--- src/rtl/mode_map_regs.svh ---
`ifndef MODE_MAP_REGS_SVH
`define MODE_MAP_REGS_SVH

// ----------------------------------------
// APB register offsets
// ----------------------------------------
`define MAP_OFFSET 8'h00
`define EECFG_OFFSET 8'h04
`define STATUS_OFFSET 8'h08
`define BOOTCNT_OFFSET 8'h0c

// ----------------------------------------
// Field positions
// ----------------------------------------
`define MAP_RAM_PAGE_MSB 7
`define MAP_RAM_PAGE_LSB 4
`define MAP_REG_PAGE_MSB 3
`define MAP_REG_PAGE_LSB 0
`define EECFG_PAGE_MSB 7
`define EECFG_PAGE_LSB 4
`define EECFG_ON_BIT 0

// ----------------------------------------
// Reset values
// ----------------------------------------
`define RAM_PAGE_RESET 4'h0
`define REG_PAGE_RESET 4'h1
`define EE_PAGE_RESET 4'hf
`define EE_ON_RESET 1'b1

// ----------------------------------------
// Memory map figures
// ----------------------------------------
`define REG_BLOCK_SIZE 12'h060
`define RAM_SIZE 12'h400
`define EE_PAGE_OFFSET 3'h7
`define TEST_HOLE_NIBBLE 4'hd
`define BOOT_PAGE 8'hbf
`define BOOT_VECTOR_BASE 8'hc0
`define BOOT_JUMP_TABLE 8'hc4
`define BOOT_LAST_ADDR 10'h3ff

// ----------------------------------------
// Timing
// ----------------------------------------
`define CHAR_BITS 10
`define IDLE_CHARS 4
`define BIT_CYCLES_DEFAULT 2170

`endif

--- src/rtl/mode_map_pkg.sv ---
package mode_map_pkg;

   typedef enum logic [3:0] {
      MODE_BOOT = 4'b0001,
      MODE_SINGLE = 4'b0010,
      MODE_TEST = 4'b0100,
      MODE_EXPANDED = 4'b1000
   } mode_type;

   typedef enum logic [2:0] {
      LOAD_IDLE = 3'b001,
      LOAD_RUN = 3'b010,
      LOAD_DONE = 3'b100
   } load_state_type;

endpackage

--- src/rtl/boot_rom.sv ---
`timescale 1ns/1ps
`include "mode_map_regs.svh"

module boot_rom #(
   parameter int WIDTH = 8,
   parameter int DEPTH = 256
)
(
   input wire logic sys_clk,
   input wire logic [$clog2(DEPTH)-1:0] addr,
   output logic [WIDTH-1:0] rdata
);

   // ----------------------------------------
   // Vector contents
   // ----------------------------------------
   function automatic logic [WIDTH-1:0] romByte(input logic [7:0] a);
      logic [7:0] slot;
      logic [7:0] v;
      slot = (a - `BOOT_VECTOR_BASE) >> 1;
      v = 8'h00;
      if (a == 8'hfe)
         v = `BOOT_PAGE;
      else if (a == 8'hff)
         v = 8'h00;
      else if (a >= `BOOT_VECTOR_BASE && !a[0])
         v = 8'h00;
      else if (a >= `BOOT_VECTOR_BASE)
         v = 8'(`BOOT_JUMP_TABLE + slot * 8'h03);
      return WIDTH'(v);
   endfunction

   always_ff @(posedge sys_clk)
   begin
      rdata <= romByte(8'(addr));
   end

endmodule

--- src/rtl/mode_select_memory_map_decoder.sv ---
`timescale 1ns/1ps
`include "mode_map_regs.svh"

// Function
// Mode comes from the two mode pins sampled while reset is held.
// Single-chip mode drives no external bus; ports B, C, F stay GPIO.
// Expanded mode reaches a 64-Kbyte space: on-chip plus external.
// Expanded: port B high address, port F low address, port C data, rw direction.
// Special test acts like expanded; vectors are fetched externally.
// Bootstrap mode enables a 256-byte boot ROM at the top page BF.
// Bootstrap vectors come from boot ROM BFC0-BFFF, then bootloader runs.
// Normal modes keep the boot ROM off the map.
// Loader takes up to 1024 bytes into RAM, ends on idle or last byte.
// Loader sets port D to wired-OR operation.
// Boot ROM vectors point into a RAM jump table.
// 96-byte register block at 1000, movable to any 4-Kbyte page.
// 1024-byte RAM at 0000, movable to any 4-Kbyte page.
// Registers win over RAM when both share a page.
// EEPROM at FE00 after reset when enabled by configuration.
// Expanded and test modes place EEPROM at xE00 of selected page.
// Single-chip and bootstrap force EEPROM on at default place.
// Special test mode starts with EEPROM disabled.
// Test mode keeps zD00-zDFF off the external bus.
// On-chip resources decode identically in expanded and single-chip modes; code moves and disables EEPROM only in expanded and test modes.
// Unclaimed accesses in expanded and test modes go external.
// Each mode pin code maps to one mode, latched once per reset.
module mode_select_memory_map_decoder
   import mode_map_pkg::*;
#(
   parameter int BIT_CYCLES = `BIT_CYCLES_DEFAULT
)
(
   input wire logic sys_clk,
   input wire logic sys_rst,
   input wire logic [7:0] paddr,
   input wire logic psel,
   input wire logic penable,
   input wire logic pwrite,
   input wire logic [31:0] pwdata,
   output logic pready,
   output logic [31:0] prdata,
   output logic pslverr,
   input wire logic modeSelectA,
   input wire logic modeSelectB,
   input wire logic [15:0] cpuAddr,
   input wire logic cpuValid,
   input wire logic cpuWrite,
   input wire logic [7:0] cpuWdata,
   output logic ramSel,
   output logic regSel,
   output logic eepromSel,
   output logic bootRomSel,
   output logic extSel,
   output logic [9:0] ramOffset,
   output logic [6:0] regOffset,
   output logic [8:0] eepromOffset,
   output logic [7:0] bootRomData,
   output logic [7:0] portBOut,
   output logic portBOe,
   output logic [7:0] portFOut,
   output logic portFOe,
   output logic [7:0] portCOut,
   output logic portCOe,
   input wire logic [7:0] portCIn,
   output logic [7:0] extRdata,
   output logic rwOut,
   input wire logic [7:0] gpioBOut,
   input wire logic gpioBOe,
   input wire logic [7:0] gpioCOut,
   input wire logic gpioCOe,
   input wire logic [7:0] gpioFOut,
   input wire logic gpioFOe,
   input wire logic rxValid,
   input wire logic [7:0] rxData,
   output logic serialEnable,
   output logic portDWiredOr,
   output logic ramWrEn,
   output logic [9:0] ramWrAddr,
   output logic [7:0] ramWrData,
   output logic bootDone,
   output logic jumpToZero
);

   localparam int IDLE_CYCLES = `IDLE_CHARS * `CHAR_BITS * BIT_CYCLES;

   // ----------------------------------------
   // Mode pin and port C input synchronisers
   // ----------------------------------------
   logic [1:0] modeMeta_reg;
   logic [1:0] modeSync_reg;
   logic [7:0] portCMeta_reg;
   logic [7:0] portCSync_reg;

   always_ff @(posedge sys_clk)
   begin
      modeMeta_reg <= {modeSelectB, modeSelectA};
      modeSync_reg <= modeMeta_reg;
      portCMeta_reg <= portCIn;
      portCSync_reg <= portCMeta_reg;
   end

   // ----------------------------------------
   // Mode latch
   // ----------------------------------------
   mode_type mode_reg;
   mode_type mode_next;

   always_comb
   begin
      case (modeSync_reg)
         2'b00: mode_next = MODE_BOOT;
         2'b01: mode_next = MODE_SINGLE;
         2'b10: mode_next = MODE_TEST;
         2'b11: mode_next = MODE_EXPANDED;
         default: mode_next = MODE_SINGLE;
      endcase
   end

   always_ff @(posedge sys_clk)
   begin
      if (sys_rst)
         mode_reg <= mode_next;
   end

   logic isBoot;
   logic isSingle;
   logic isTest;
   logic isExpanded;
   logic busMode;

   assign isBoot = (mode_reg == MODE_BOOT);
   assign isSingle = (mode_reg == MODE_SINGLE);
   assign isTest = (mode_reg == MODE_TEST);
   assign isExpanded = (mode_reg == MODE_EXPANDED);
   assign busMode = isExpanded | isTest;

   // ----------------------------------------
   // Map registers
   // ----------------------------------------
   logic [3:0] ramPage_reg;
   logic [3:0] regPage_reg;
   logic [3:0] eePage_reg;
   logic eeOn_reg;
   logic apbWrite;
   logic apbSetup;

   assign apbWrite = psel & penable & pwrite;
   assign apbSetup = psel & ~penable;
   assign pready = 1'b1;

   always_ff @(posedge sys_clk)
   begin
      if (sys_rst)
      begin
         ramPage_reg <= `RAM_PAGE_RESET;
         regPage_reg <= `REG_PAGE_RESET;
      end
      else if (apbWrite && paddr == `MAP_OFFSET)
      begin
         ramPage_reg <= pwdata[`MAP_RAM_PAGE_MSB:`MAP_RAM_PAGE_LSB];
         regPage_reg <= pwdata[`MAP_REG_PAGE_MSB:`MAP_REG_PAGE_LSB];
      end
   end

   always_ff @(posedge sys_clk)
   begin
      if (sys_rst)
      begin
         eePage_reg <= `EE_PAGE_RESET;
         eeOn_reg <= `EE_ON_RESET & (mode_next != MODE_TEST);
      end
      else if (apbWrite && paddr == `EECFG_OFFSET)
      begin
         eePage_reg <= pwdata[`EECFG_PAGE_MSB:`EECFG_PAGE_LSB];
         eeOn_reg <= pwdata[`EECFG_ON_BIT];
      end
   end

   // ----------------------------------------
   // Address decode
   // ----------------------------------------
   logic [3:0] eePageEff;
   logic eeOnEff;
   logic hitReg;
   logic hitRam;
   logic hitBoot;
   logic hitEe;
   logic hitHole;
   logic hitExt;

   assign eePageEff = (isSingle | isBoot) ? `EE_PAGE_RESET : eePage_reg;
   assign eeOnEff = (isSingle | isBoot) | eeOn_reg;
   assign hitReg = (cpuAddr[15:12] == regPage_reg) && (cpuAddr[11:0] < `REG_BLOCK_SIZE);
   assign hitRam = (cpuAddr[15:12] == ramPage_reg) && (cpuAddr[11:0] < `RAM_SIZE);
   assign hitBoot = isBoot && (cpuAddr[15:8] == `BOOT_PAGE);
   assign hitEe = eeOnEff && (cpuAddr[15:12] == eePageEff)
      && (cpuAddr[11:9] == `EE_PAGE_OFFSET);
   assign hitHole = isTest && (cpuAddr[15:12] == eePage_reg)
      && (cpuAddr[11:8] == `TEST_HOLE_NIBBLE);
   assign hitExt = busMode && !(hitReg | hitRam | hitBoot | hitEe | hitHole);

   // Registered selects, fixed priority
   always_ff @(posedge sys_clk)
   begin
      if (sys_rst)
      begin
         regSel <= 1'b0;
         ramSel <= 1'b0;
         bootRomSel <= 1'b0;
         eepromSel <= 1'b0;
         extSel <= 1'b0;
         regOffset <= 7'h00;
         ramOffset <= 10'h000;
         eepromOffset <= 9'h000;
      end
      else
      begin
         regSel <= cpuValid & hitReg;
         ramSel <= cpuValid & hitRam & ~hitReg;
         bootRomSel <= cpuValid & hitBoot & ~hitReg & ~hitRam;
         eepromSel <= cpuValid & hitEe & ~hitReg & ~hitRam & ~hitBoot;
         extSel <= cpuValid & hitExt;
         regOffset <= cpuAddr[6:0];
         ramOffset <= cpuAddr[9:0];
         eepromOffset <= cpuAddr[8:0];
      end
   end

   // ----------------------------------------
   // Boot ROM
   // ----------------------------------------
   boot_rom #(
      .WIDTH(8),
      .DEPTH(256)
   ) bootRom (
      .sys_clk(sys_clk),
      .addr(cpuAddr[7:0]),
      .rdata(bootRomData)
   );

   // ----------------------------------------
   // Expansion bus pins
   // ----------------------------------------
   always_ff @(posedge sys_clk)
   begin
      if (sys_rst)
      begin
         portBOut <= 8'h00;
         portFOut <= 8'h00;
         portCOut <= 8'h00;
         portBOe <= 1'b0;
         portFOe <= 1'b0;
         portCOe <= 1'b0;
         rwOut <= 1'b1;
      end
      else if (busMode)
      begin
         portBOe <= 1'b1;
         portFOe <= 1'b1;
         if (cpuValid && hitExt)
         begin
            portBOut <= cpuAddr[15:8];
            portFOut <= cpuAddr[7:0];
            portCOut <= cpuWdata;
            portCOe <= cpuWrite;
            rwOut <= ~cpuWrite;
         end
         else
         begin
            portCOe <= 1'b0;
            rwOut <= 1'b1;
         end
      end
      else
      begin
         portBOut <= gpioBOut;
         portFOut <= gpioFOut;
         portCOut <= gpioCOut;
         portBOe <= gpioBOe;
         portFOe <= gpioFOe;
         portCOe <= gpioCOe;
         rwOut <= 1'b1;
      end
   end

   always_ff @(posedge sys_clk)
   begin
      if (sys_rst)
         extRdata <= 8'h00;
      else
         extRdata <= portCSync_reg;
   end

   // ----------------------------------------
   // Bootloader engine
   // ----------------------------------------
   load_state_type loadState_reg;
   logic [10:0] loadCount_reg;
   logic [31:0] idleCount_reg;

   always_ff @(posedge sys_clk)
   begin
      if (sys_rst)
      begin
         loadState_reg <= LOAD_IDLE;
         loadCount_reg <= 11'h000;
         idleCount_reg <= 32'h0;
         ramWrEn <= 1'b0;
         ramWrAddr <= 10'h000;
         ramWrData <= 8'h00;
         jumpToZero <= 1'b0;
      end
      else
      begin
         ramWrEn <= 1'b0;
         jumpToZero <= 1'b0;
         case (loadState_reg)
            LOAD_IDLE:
            begin
               if (isBoot && rxValid)
               begin
                  ramWrEn <= 1'b1;
                  ramWrAddr <= 10'h000;
                  ramWrData <= rxData;
                  loadCount_reg <= 11'h001;
                  idleCount_reg <= 32'h0;
                  loadState_reg <= LOAD_RUN;
               end
            end
            LOAD_RUN:
            begin
               if (rxValid)
               begin
                  ramWrEn <= 1'b1;
                  ramWrAddr <= loadCount_reg[9:0];
                  ramWrData <= rxData;
                  loadCount_reg <= loadCount_reg + 11'h001;
                  idleCount_reg <= 32'h0;
                  if (loadCount_reg[9:0] == `BOOT_LAST_ADDR)
                  begin
                     jumpToZero <= 1'b1;
                     loadState_reg <= LOAD_DONE;
                  end
               end
               else if (idleCount_reg == 32'(IDLE_CYCLES - 1))
               begin
                  jumpToZero <= 1'b1;
                  loadState_reg <= LOAD_DONE;
               end
               else
                  idleCount_reg <= idleCount_reg + 32'h1;
            end
            LOAD_DONE:
            begin
               loadState_reg <= LOAD_DONE;
            end
            default:
               loadState_reg <= LOAD_IDLE;
         endcase
      end
   end

   assign bootDone = (loadState_reg == LOAD_DONE);
   assign serialEnable = isBoot & ~bootDone;
   assign portDWiredOr = isBoot;

   // ----------------------------------------
   // APB read path
   // ----------------------------------------
   always_ff @(posedge sys_clk)
   begin
      if (sys_rst)
      begin
         prdata <= 32'h0;
         pslverr <= 1'b0;
      end
      else if (apbSetup)
      begin
         pslverr <= 1'b0;
         case (paddr)
            `MAP_OFFSET:
               prdata <= {24'h0, ramPage_reg, regPage_reg};
            `EECFG_OFFSET:
               prdata <= {24'h0, eePage_reg, 3'h0, eeOn_reg};
            `STATUS_OFFSET:
               prdata <= {26'h0, bootDone, eeOnEff, mode_reg};
            `BOOTCNT_OFFSET:
               prdata <= {21'h0, loadCount_reg};
            default:
            begin
               prdata <= 32'h0;
               pslverr <= 1'b1;
            end
         endcase
      end
   end

endmodule

--- config.mk ---
export PLATFORM = sky130hd
export DESIGN_NAME = mode_select_memory_map_decoder
export DESIGN_NICKNAME = d
export VERILOG_FILES = /design/src/rtl/mode_map_pkg.sv /design/src/rtl/boot_rom.sv /design/src/rtl/mode_select_memory_map_decoder.sv
export VERILOG_INCLUDE_DIRS = /design/src /design/src/rtl
export SDC_FILE = /design/constraint.sdc
export NUM_CORES = 1
export LEC_CHECK = 0
export ABC_AREA = 1
export BUFFER_PORTS_ARGS = -buffer_cell sky130_fd_sc_hd__buf_2
export CORE_MARGIN = 5
export CORE_UTILIZATION = 56
export CTS_CLUSTER_DIAMETER = 100
export DETAILED_ROUTE_END_ITERATION = 8
export PLACE_DENSITY = 0.93
export SYNTH_ARGS = -nofsm -noshare
export SYNTH_HDL_FRONTEND = slang
export SYNTH_SLANG_ARGS = --single-unit
--- constraint.sdc ---
create_clock -name sys_clk -period 4.45 [get_ports sys_clk]
set_input_delay 0.6675 -clock sys_clk [delete_from_list [all_inputs] [get_ports sys_clk]]
set_output_delay 0.6675 -clock sys_clk [all_outputs]
set_load 0.01 [all_outputs]
After elaboration in Yosys (flattened, before gate mapping)
Cells that the tools add are included.
{"block": "word_totals", "out_inout_bits": 132, "regBits": 211, "inputBits": 117, "wordCells": 176}
{"block": "op_classes", "n_reduce_logical": 26, "bitwise_logic": 32, "n_mux": 43, "add_sub_neg": 4, "multipliers": 1, "magnitude_cmp": 3, "eq_ne": 31}
{"cell": "$mux 32", "n": 3}
{"cell": "$mux 8", "n": 11}
{"cell": "$pmux 32 s2", "n": 1}
{"cell": "$pmux 11 s4", "n": 1}
{"cell": "$add 32x1->32 const B", "n": 1}
{"cell": "$eq 32x17->1 const B", "n": 1}
{"cell": "$eq 8x8->1 const B", "n": 3}
{"cell": "$mux 11", "n": 2}
{"cell": "$pmux 11 s2", "n": 1}
{"cell": "$mux 10", "n": 2}
{"cell": "$pmux 10 s2", "n": 1}
{"cell": "$eq 4x4->1", "n": 4}
{"cell": "$eq 8x4->1 const B", "n": 2}
{"cell": "$pmux 4 s4", "n": 1}
{"cell": "$pmux 8 s2", "n": 1}
{"cell": "$and 1x1->1", "n": 15}
{"cell": "$logic_and 1x1->1", "n": 13}
{"cell": "$lt 12x11->1 const B", "n": 1}
{"cell": "$lt 12x7->1 const B", "n": 1}
{"cell": "$mux 1", "n": 12}
{"cell": "$mux 3", "n": 4}
{"cell": "$add 11x1->11 const B", "n": 1}
{"cell": "$eq 10x10->1 const B", "n": 1}
{"cell": "$not 1->1", "n": 10}
{"cell": "other kinds (30)", "n": 47}

Logic depth before layout (Yosys ltp)
Gate-level depths: netlist (run 1).
{"block": "logic_depth", "word_depth": 13, "mapped_depth": 13, "ltp_nobuf": 12}

By module
A second synthesis (run 1) with hierarchy kept.
{"block": "hier_totals", "hier_cells": 1272, "area_unflattened_um2": 8829.7}
{"mod": "mode_select_memory_map_decoder", "seq_area_each_um2": 3373.2, "cells_each": 1195, "area_per_inst_um2": 8239.2, "n_inst": 1}
{"mod": "boot_rom", "seq_area_each_um2": 160.2, "cells_each": 77, "area_per_inst_um2": 590.6, "n_inst": 1}

Least setup slack after synthesis (run 1)
No wires, ideal clock.
{"block": "synth_path", "path_type": "input to register", "from": "in cpuAddr[2]", "to": "reg bootRom.rdata[6]", "stages": 8, "t_required_ns": 4.380, "arrival_time_ns": 1.941, "slack_ns": 2.440, "setup_ns": 0.070, "n_path_buf": 0, "cell_sequence": "inv_1 ha_1 inv_1 ha_1 fa_1 a31oi_1 o21ai_0 a21oi_1"}
{"block": "synth_via", "elab_chain_len": 3, "word_cells_on_any_way": 9, "classes_between": "add/sub: 2; mul: 1; order compare: 1; eq/ne: 2; bitwise: 1; reduce/logical: 2"}
{"item": "start: declaration", "line_no": "mode_select_memory_map_decoder.sv:45", "rtl": "input wire logic [15:0] cpuAddr,"}
{"item": "$sub 8x8->8 (no line) / $ge 8x8->1 (equally long branches)"}
{"item": "$mul 7x2->8 (tied with other cells)", "line_no": "boot_rom.sv:29", "rtl": "v = 8'(`BOOT_JUMP_TABLE + slot * 8'h03);"}
{"item": "$add 8x8->8 (no line) / $reduce_or 4->1 (equally long branches)"}
{"item": "end signal: assignment", "line_no": "boot_rom.sv:35", "rtl": "rdata <= romByte(8'(addr));"}
{"item": "end: declaration", "line_no": "boot_rom.sv:11", "rtl": "output logic [WIDTH-1:0] rdata"}
Several ways; a longest one is shown, not always the timed one.
A chain may end at the register's enable or synchronous reset.

Worst setup path after layout (run 1)
{"block": "layout_path", "from": "reg loadState_reg[1]", "to": "reg idleCount_reg[14]"}
{"block": "layout_via", "elab_chain_len": 3, "word_cells_on_any_way": 7, "classes_between": "eq/ne: 4; mux: 1; reduce/logical: 2"}
{"item": "start: declaration", "line_no": "mode_select_memory_map_decoder.sv:297", "rtl": "load_state_type loadState_reg;"}
{"item": "start signal: assignment", "line_no": "mode_select_memory_map_decoder.sv:305", "rtl": "loadState_reg <= LOAD_IDLE;"}
{"item": "start signal: assignment", "line_no": "mode_select_memory_map_decoder.sv:327", "rtl": "loadState_reg <= LOAD_RUN;"}
{"item": "start signal: assignment", "line_no": "mode_select_memory_map_decoder.sv:342", "rtl": "loadState_reg <= LOAD_DONE;"}
{"item": "$eq 3x2->1 / $eq 3x1->1 (equally long branches)", "line_no": "mode_select_memory_map_decoder.sv:317", "rtl": "case (loadState_reg)"}
{"item": "$ne 3x3->1 (no line) (tied with other cells)"}
{"item": "$reduce_and 3->1 (no line)"}
{"item": "end signal: assignment", "line_no": "mode_select_memory_map_decoder.sv:351", "rtl": "idleCount_reg <= idleCount_reg + 32'h1;"}
{"item": "end: declaration", "line_no": "mode_select_memory_map_decoder.sv:299", "rtl": "logic [31:0] idleCount_reg;"}
Several ways; a longest one is shown, not always the timed one.

==> results.json, run 1 <==
{
  "io_buffers": 202,
  "first_iter_violations": 721,
  "insertion_delay_ns": 0.44,
  "cts_buffers": 17,
  "die_height_um": 133,
  "avgSynthCellArea_um2": 6.84,
  "core_um2": 15000,
  "cellPowerDensity_nw_per_um2": 350,
  "outcome": "completed",
  "synth.distinct_cells": 40,
  "place_ws_ns": 1.40,
  "synth_top_cell_by_area": "dfxtp_1",
  "postCtsSetupBuffers": 0,
  "clk_path_buf_depth": 2,
  "max_freq_ghz": 0.351,
  "syn_area_um2": 8510,
  "ys_ff_latch": 174,
  "first_pass_iters": 6,
  "ys.flop_type": "dfxtp_1",
  "synth_top_cell_area_share": 0.398,
  "die-area_um2": 17800,
  "worstPathCellList": "inv_1, nor3_4, clkinv_1, nand2_1, nand2_2, o21ai_0, a21oi_1",
  "tns_ns": 0,
  "hold_buffers": 0,
  "overflow": 0,
  "fin_crit_ns": 2.85,
  "required_ns": 4.77,
  "clkTransAtPathRegs_ns": 0.08,
  "cts.htree.levels": 4,
  "seq_area_frac_synth": 0.415,
  "fp.dieW_um": 133,
  "yosys-top-cells-area": "dfxtp_1, nand2_1, nor2_1, inv_1, a21oi_1",
  "arrival_ns": 3.16,
  "slowest_delay_ns": 0.64,
  "finalWirelength_mm": 24.2,
  "synth_commonest_cells": "nand2_1, dfxtp_1, nor2_1, inv_1, a21oi_1",
  "rsz0062_at_grt": "no",
  "yosys_warnings": 0,
  "antenna_found_initial": 1,
  "setup_viol": 0,
  "num_vias": 8684,
  "ioPinCount": 249,
  "swShare": 0.267,
  "rows": 45,
  "grt_pass1_wl_mm": 38.5,
  "nets": 1538,
  "clock-sinks": 174,
  "avgRoutedWirePerCell_um": 15.0,
  "fin_area_um2": 9970,
  "gp_congestion": 0.947,
  "cts_root_buf": "clkbuf_16",
  "pwr-share-comb": 0.102,
  "area_growth_pct": 17.2,
  "ant_nets": 0,
  "placed_cell_area_um2": 9370,
  "setup.worst_path.end_class": "flop",
  "slew_headroom": 0.257,
  "crit_path_max_fanout": 31,
  "post_cts_resized": 0,
  "start_util": 0.566,
  "ys_async_sr_fraction": 0,
  "layout-drive-gt1-share": 0.178,
  "crit_type": "reg -> reg",
  "slowest_stage": "nor3_4",
  "hpwl_mm": 17.4,
  "fin_skew_ns": 0.0110,
  "cts_tree": "built",
  "synth-edff-count": 5,
  "finalWorstSetupSlack_ns": 1.60,
  "drv_slew": 0,
  "viasPerCell": 5.41,
  "hold_viol": 0,
  "tightest_slew_ns": 1.11,
  "internal_power_uw": 2560,
  "clockPowerShare": 0.427,
  "grt_max_degree": 66,
  "fin_crit_sh": 0.639,
  "cp-start-kind": "flop",
  "whs_ns": 0.327,
  "grt_usage": 0.263,
  "grt_pass1_vias": 8039,
  "drc": 0,
  "p_sw_uw": 933,
  "p_leak_uw": 0.00464,
  "holdCritPathClass": "in -> reg",
  "total_power_uw": 3490,
  "ir_drop_v": 0.000267,
  "synth_cells": 1244,
  "synth.most_common_cell": "nand2_1",
  "cap_violations": 0,
  "largest_reg_flops": 32,
  "p_seq_frac": 0.471
}
routing by layer:
layer / wire length (um) / share of wire / global-route usage
met1: 9920 / 0.41 / 0.325
met2: 11600 / 0.48 / 0.450
met3: 2050 / 0.085 / 0.0529
met4: 633 / 0.026 / 0.110
met5: 0 / 0 / 0
final cells by class:
class | instances | area (um2)
multi-input cells | 863 | 4030
repair buffers | 207 | 1050
flip-flops and latches | 174 | 3530
fillers | 1259 | 5060
diodes | 2 | 5.00
clock buffers | 19 | 443
inverters | 140 | 526
well taps | 188 | 235
clock inverters | 13 | 151
final timing paths:
| kind | start | end | slack (ns) | cells after the start |
|---|---|---|---|---|
| max | loadState_reg[1]$_SDFFE_PP0P_ | idleCount_reg[14]$_SDFFE_PP0P_ | 1.60 | 7 |
| min | portCIn[1] | portCMeta_reg[1]$_DFF_P_ | 0.33 | 1 |
| max reg2reg | loadState_reg[1]$_SDFFE_PP0P_ | idleCount_reg[14]$_SDFFE_PP0P_ | 1.60 | 7 |
| min reg2reg | portCMeta_reg[7]$_DFF_P_ | portCSync_reg[7]$_DFF_P_ | 0.33 | 0 |
cell families after synthesis:
| logic type | share of synthesized area |
|---|---|
| other | 0.000883 |
| AND/OR/NAND/NOR | 0.318 |
| XOR/XNOR | 0.00927 |
| flip-flops | 0.415 |
| AO/OA/AOI/OAI | 0.109 |
| adder cells (fa/ha/maj) | 0.0274 |
| buffers and inverters | 0.121 |
stage by stage:
step | instances | util
2_1_floorplan | 1264 | -
3_3_place_gp | 1572 | 0.623
3_5_place_dp | 1572 | 0.623
4_1_cts | 1604 | 0.663
5_1_grt | 1605 | 0.663
6_report | 1606 | 0.663
cells in the final DEF, fill, tap and decap left out, drive strengths merged, types with 5 or more instances in the layout:
master	n
nor2	159
clkinv	5
o211ai	6
nand4	37
o21ai	56
nand2	317
xor2	6
inv	145
conb	22
ha	17
a21oi	96
buf	207
edfxtp	5
nand3	88
clkbuf	19
nor3	31
dfxtp	169
critical path: cells and delay by family (launching register included):
family                 cells  cell delay [ns]
DFF                        1             0.35
AOI/OAI and AO/OA          2             0.38
buffers and inverters      2             0.54
and+or+nand+nor            3             1.45
power groups by stage:
stage	Combinational [uW]	Sequential [uW]	Clock (uW)
3_5_place_dp	350	1680	0
2_1_floorplan	216	1690	0
6_report	355	1640	1490
3_3_place_gp	341	1680	0
5_1_grt	395	1650	1570
4_1_cts	353	1640	1500
Note: power is estimated with default switching activity, not from simulation.
==> run 2: changes to the inputs <==
CORE_UTILIZATION = 47   (was 56)
PLACE_DENSITY = 0.84   (was 0.93)
clock period = 2.3 ns   (was 4.45 ns; I/O delays follow)
==> results.json, run 2 (synthesis results as in run 1) <==
{
  "grt_usage": 0.231,
  "clockPowerShare": 0.437,
  "slew_headroom": 0.380,
  "ant_nets": 0,
  "hold_viol": 0,
  "crit_start": "mode_reg[3]$_DFFE_PP_",
  "p_leak_uw": 0.00479,
  "required_ns": 2.67,
  "cellPowerDensity_nw_per_um2": 673,
  "die-area_um2": 20900,
  "tns_ns": 0,
  "final_cell_mix": "nand2_1, buf_2, dfxtp_1, nor2_1, inv_1",
  "drc": 0,
  "cp-start-kind": "flop",
  "pwr-share-comb": 0.105,
  "rsz0062_at_grt": "no",
  "antenna_found_initial": 2,
  "gp_congestion": 1.02,
  "clk_path_buf_depth": 2,
  "outcome": "completed",
  "cts.htree.levels": 4,
  "ir_drop_v": 0.000546,
  "viasPerCell": 5.18,
  "nets": 1565,
  "finalWirelength_mm": 25.0,
  "start_util": 0.475,
  "timing.rr.start": "mode_reg[3]$_DFFE_PP_",
  "worstPathCellList": "nor2_1, nand3_1, inv_1, nand3_2, nand2_2, buf_4, nand3_1, o21bai_1, o21ai_0, nor2_1",
  "clock-sinks": 174,
  "setup_viol": 0,
  "hold_start": "portCIn[7]",
  "first_iter_violations": 624,
  "swShare": 0.269,
  "cts_tree": "built",
  "internal_power_uw": 5070,
  "io_buffers": 202,
  "multi_input_area_um2": 4030,
  "layout-drive-gt1-share": 0.188,
  "max_freq_ghz": 0.480,
  "clkTransAtPathRegs_ns": 0.07,
  "fin_crit_ns": 2.08,
  "ioPinCount": 249,
  "num_vias": 8679,
  "core_um2": 17900,
  "avgRoutedWirePerCell_um": 15.0,
  "cap_violations": 0,
  "fillCellCount": 1687,
  "cts_root_buf": "clkbuf_16",
  "overflow": 0,
  "register_area_um2": 3530,
  "grt_pass1_vias": 8009,
  "rows": 49,
  "die_height_um": 145,
  "slowest_delay_ns": 0.45,
  "fin_skew_ns": 0.00779,
  "hpwl_mm": 18.7,
  "setup.worst_path.end_class": "flop",
  "p_seq_frac": 0.458,
  "largest_reg_flops": 32,
  "post_cts_resized": 0,
  "first_pass_iters": 6,
  "tightest_slew_ns": 0.930,
  "arrival_ns": 2.46,
  "area_growth_pct": 21.2,
  "layout_commonest_cell": "nand2_1",
  "holdCritPathClass": "in -> reg",
  "p_sw_uw": 1870,
  "grt_max_degree": 82,
  "crit_path_max_fanout": 10,
  "cts_buffers": 17,
  "crit_type": "reg -> reg",
  "slowest_stage": "edfxtp_1",
  "whs_ns": 0.0133,
  "grt_pass1_wl_mm": 38.5,
  "insertion_delay_ns": 0.43,
  "drv_slew": 0,
  "fin_crit_sh": 0.907,
  "fp.dieW_um": 145
}
-- run 2: timing repair --
action,CTS,global route
buffers inserted,0,0
endpoints found under the hold margin,7,1
hold buffers,7,1
-- run 2: per-layer routing --
| metal | part of all wire | track usage | wire (um) | vias up |
|---|---|---|---|---|
| met5 | 0.00052 | 0 | 13 | - |
| met4 | 0.031 | 0.106 | 773 | 2 |
| met3 | 0.094 | 0.0559 | 2360 | 54 |
| met2 | 0.47 | 0.378 | 11600 | 387 |
| met1 | 0.41 | 0.289 | 10200 | 3923 |
| li1 | - | - | - | 4313 |
-- run 2: area by class of cell --
cell class | count | area share
Clock buffer | 17 | 0.0412
Multi-Input combinational cell | 863 | 0.391
Clock inverter | 15 | 0.0192
Sequential cell | 174 | 0.343
Tap cell | 229 | 0.0278
Inverter | 140 | 0.0510
Timing Repair Buffer | 234 | 0.127
Antenna cell | 2 | 0.000485
-- run 2: metrics by stage --
step / power, uW / util / instance area [um2] / setup slack (ns) / cells
floorplan: 3700 / - / 8580 / 0.577 / 1264
global placement: 3940 / 0.537 / 9610 / 0.291 / 1632
detailed placement: 3960 / 0.537 / 9610 / 0.192 / 1632
CTS: 6980 / 0.575 / 10300 / 0.199 / 1671
global route: 7220 / 0.576 / 10300 / 0.0383 / 1673
finish: 6940 / 0.576 / 10300 / 0.215 / 1674
-- run 2: power by group through the flow --
stage | clock network, uW | logic [uW] | registers, uW
2_1_floorplan | 0 | 419 | 3280
3_3_place_gp | 0 | 695 | 3240
3_5_place_dp | 0 | 714 | 3240
4_1_cts | 3070 | 729 | 3180
5_1_grt | 3210 | 816 | 3190
6_report | 3030 | 729 | 3170
-- run 2: final timing paths --
kind	cells past startpoint	slack, ns	end
max reg2reg	10	0.22	loadCount_reg[4]$_SDFFE_PP0P_
min reg2reg	0	0.33	portCSync_reg[4]$_DFF_P_
min	1	0.01	portCMeta_reg[7]$_DFF_P_
max	10	0.22	loadCount_reg[4]$_SDFFE_PP0P_
-- run 2: critical path, delay by kind of cell (launching register included) --
kind,cells,cell delay [ns]
AOI/OAI and AO/OA,2,0.27
buffers and inverters,2,0.35
DFF,1,0.45
and+or+nand+nor,6,0.94
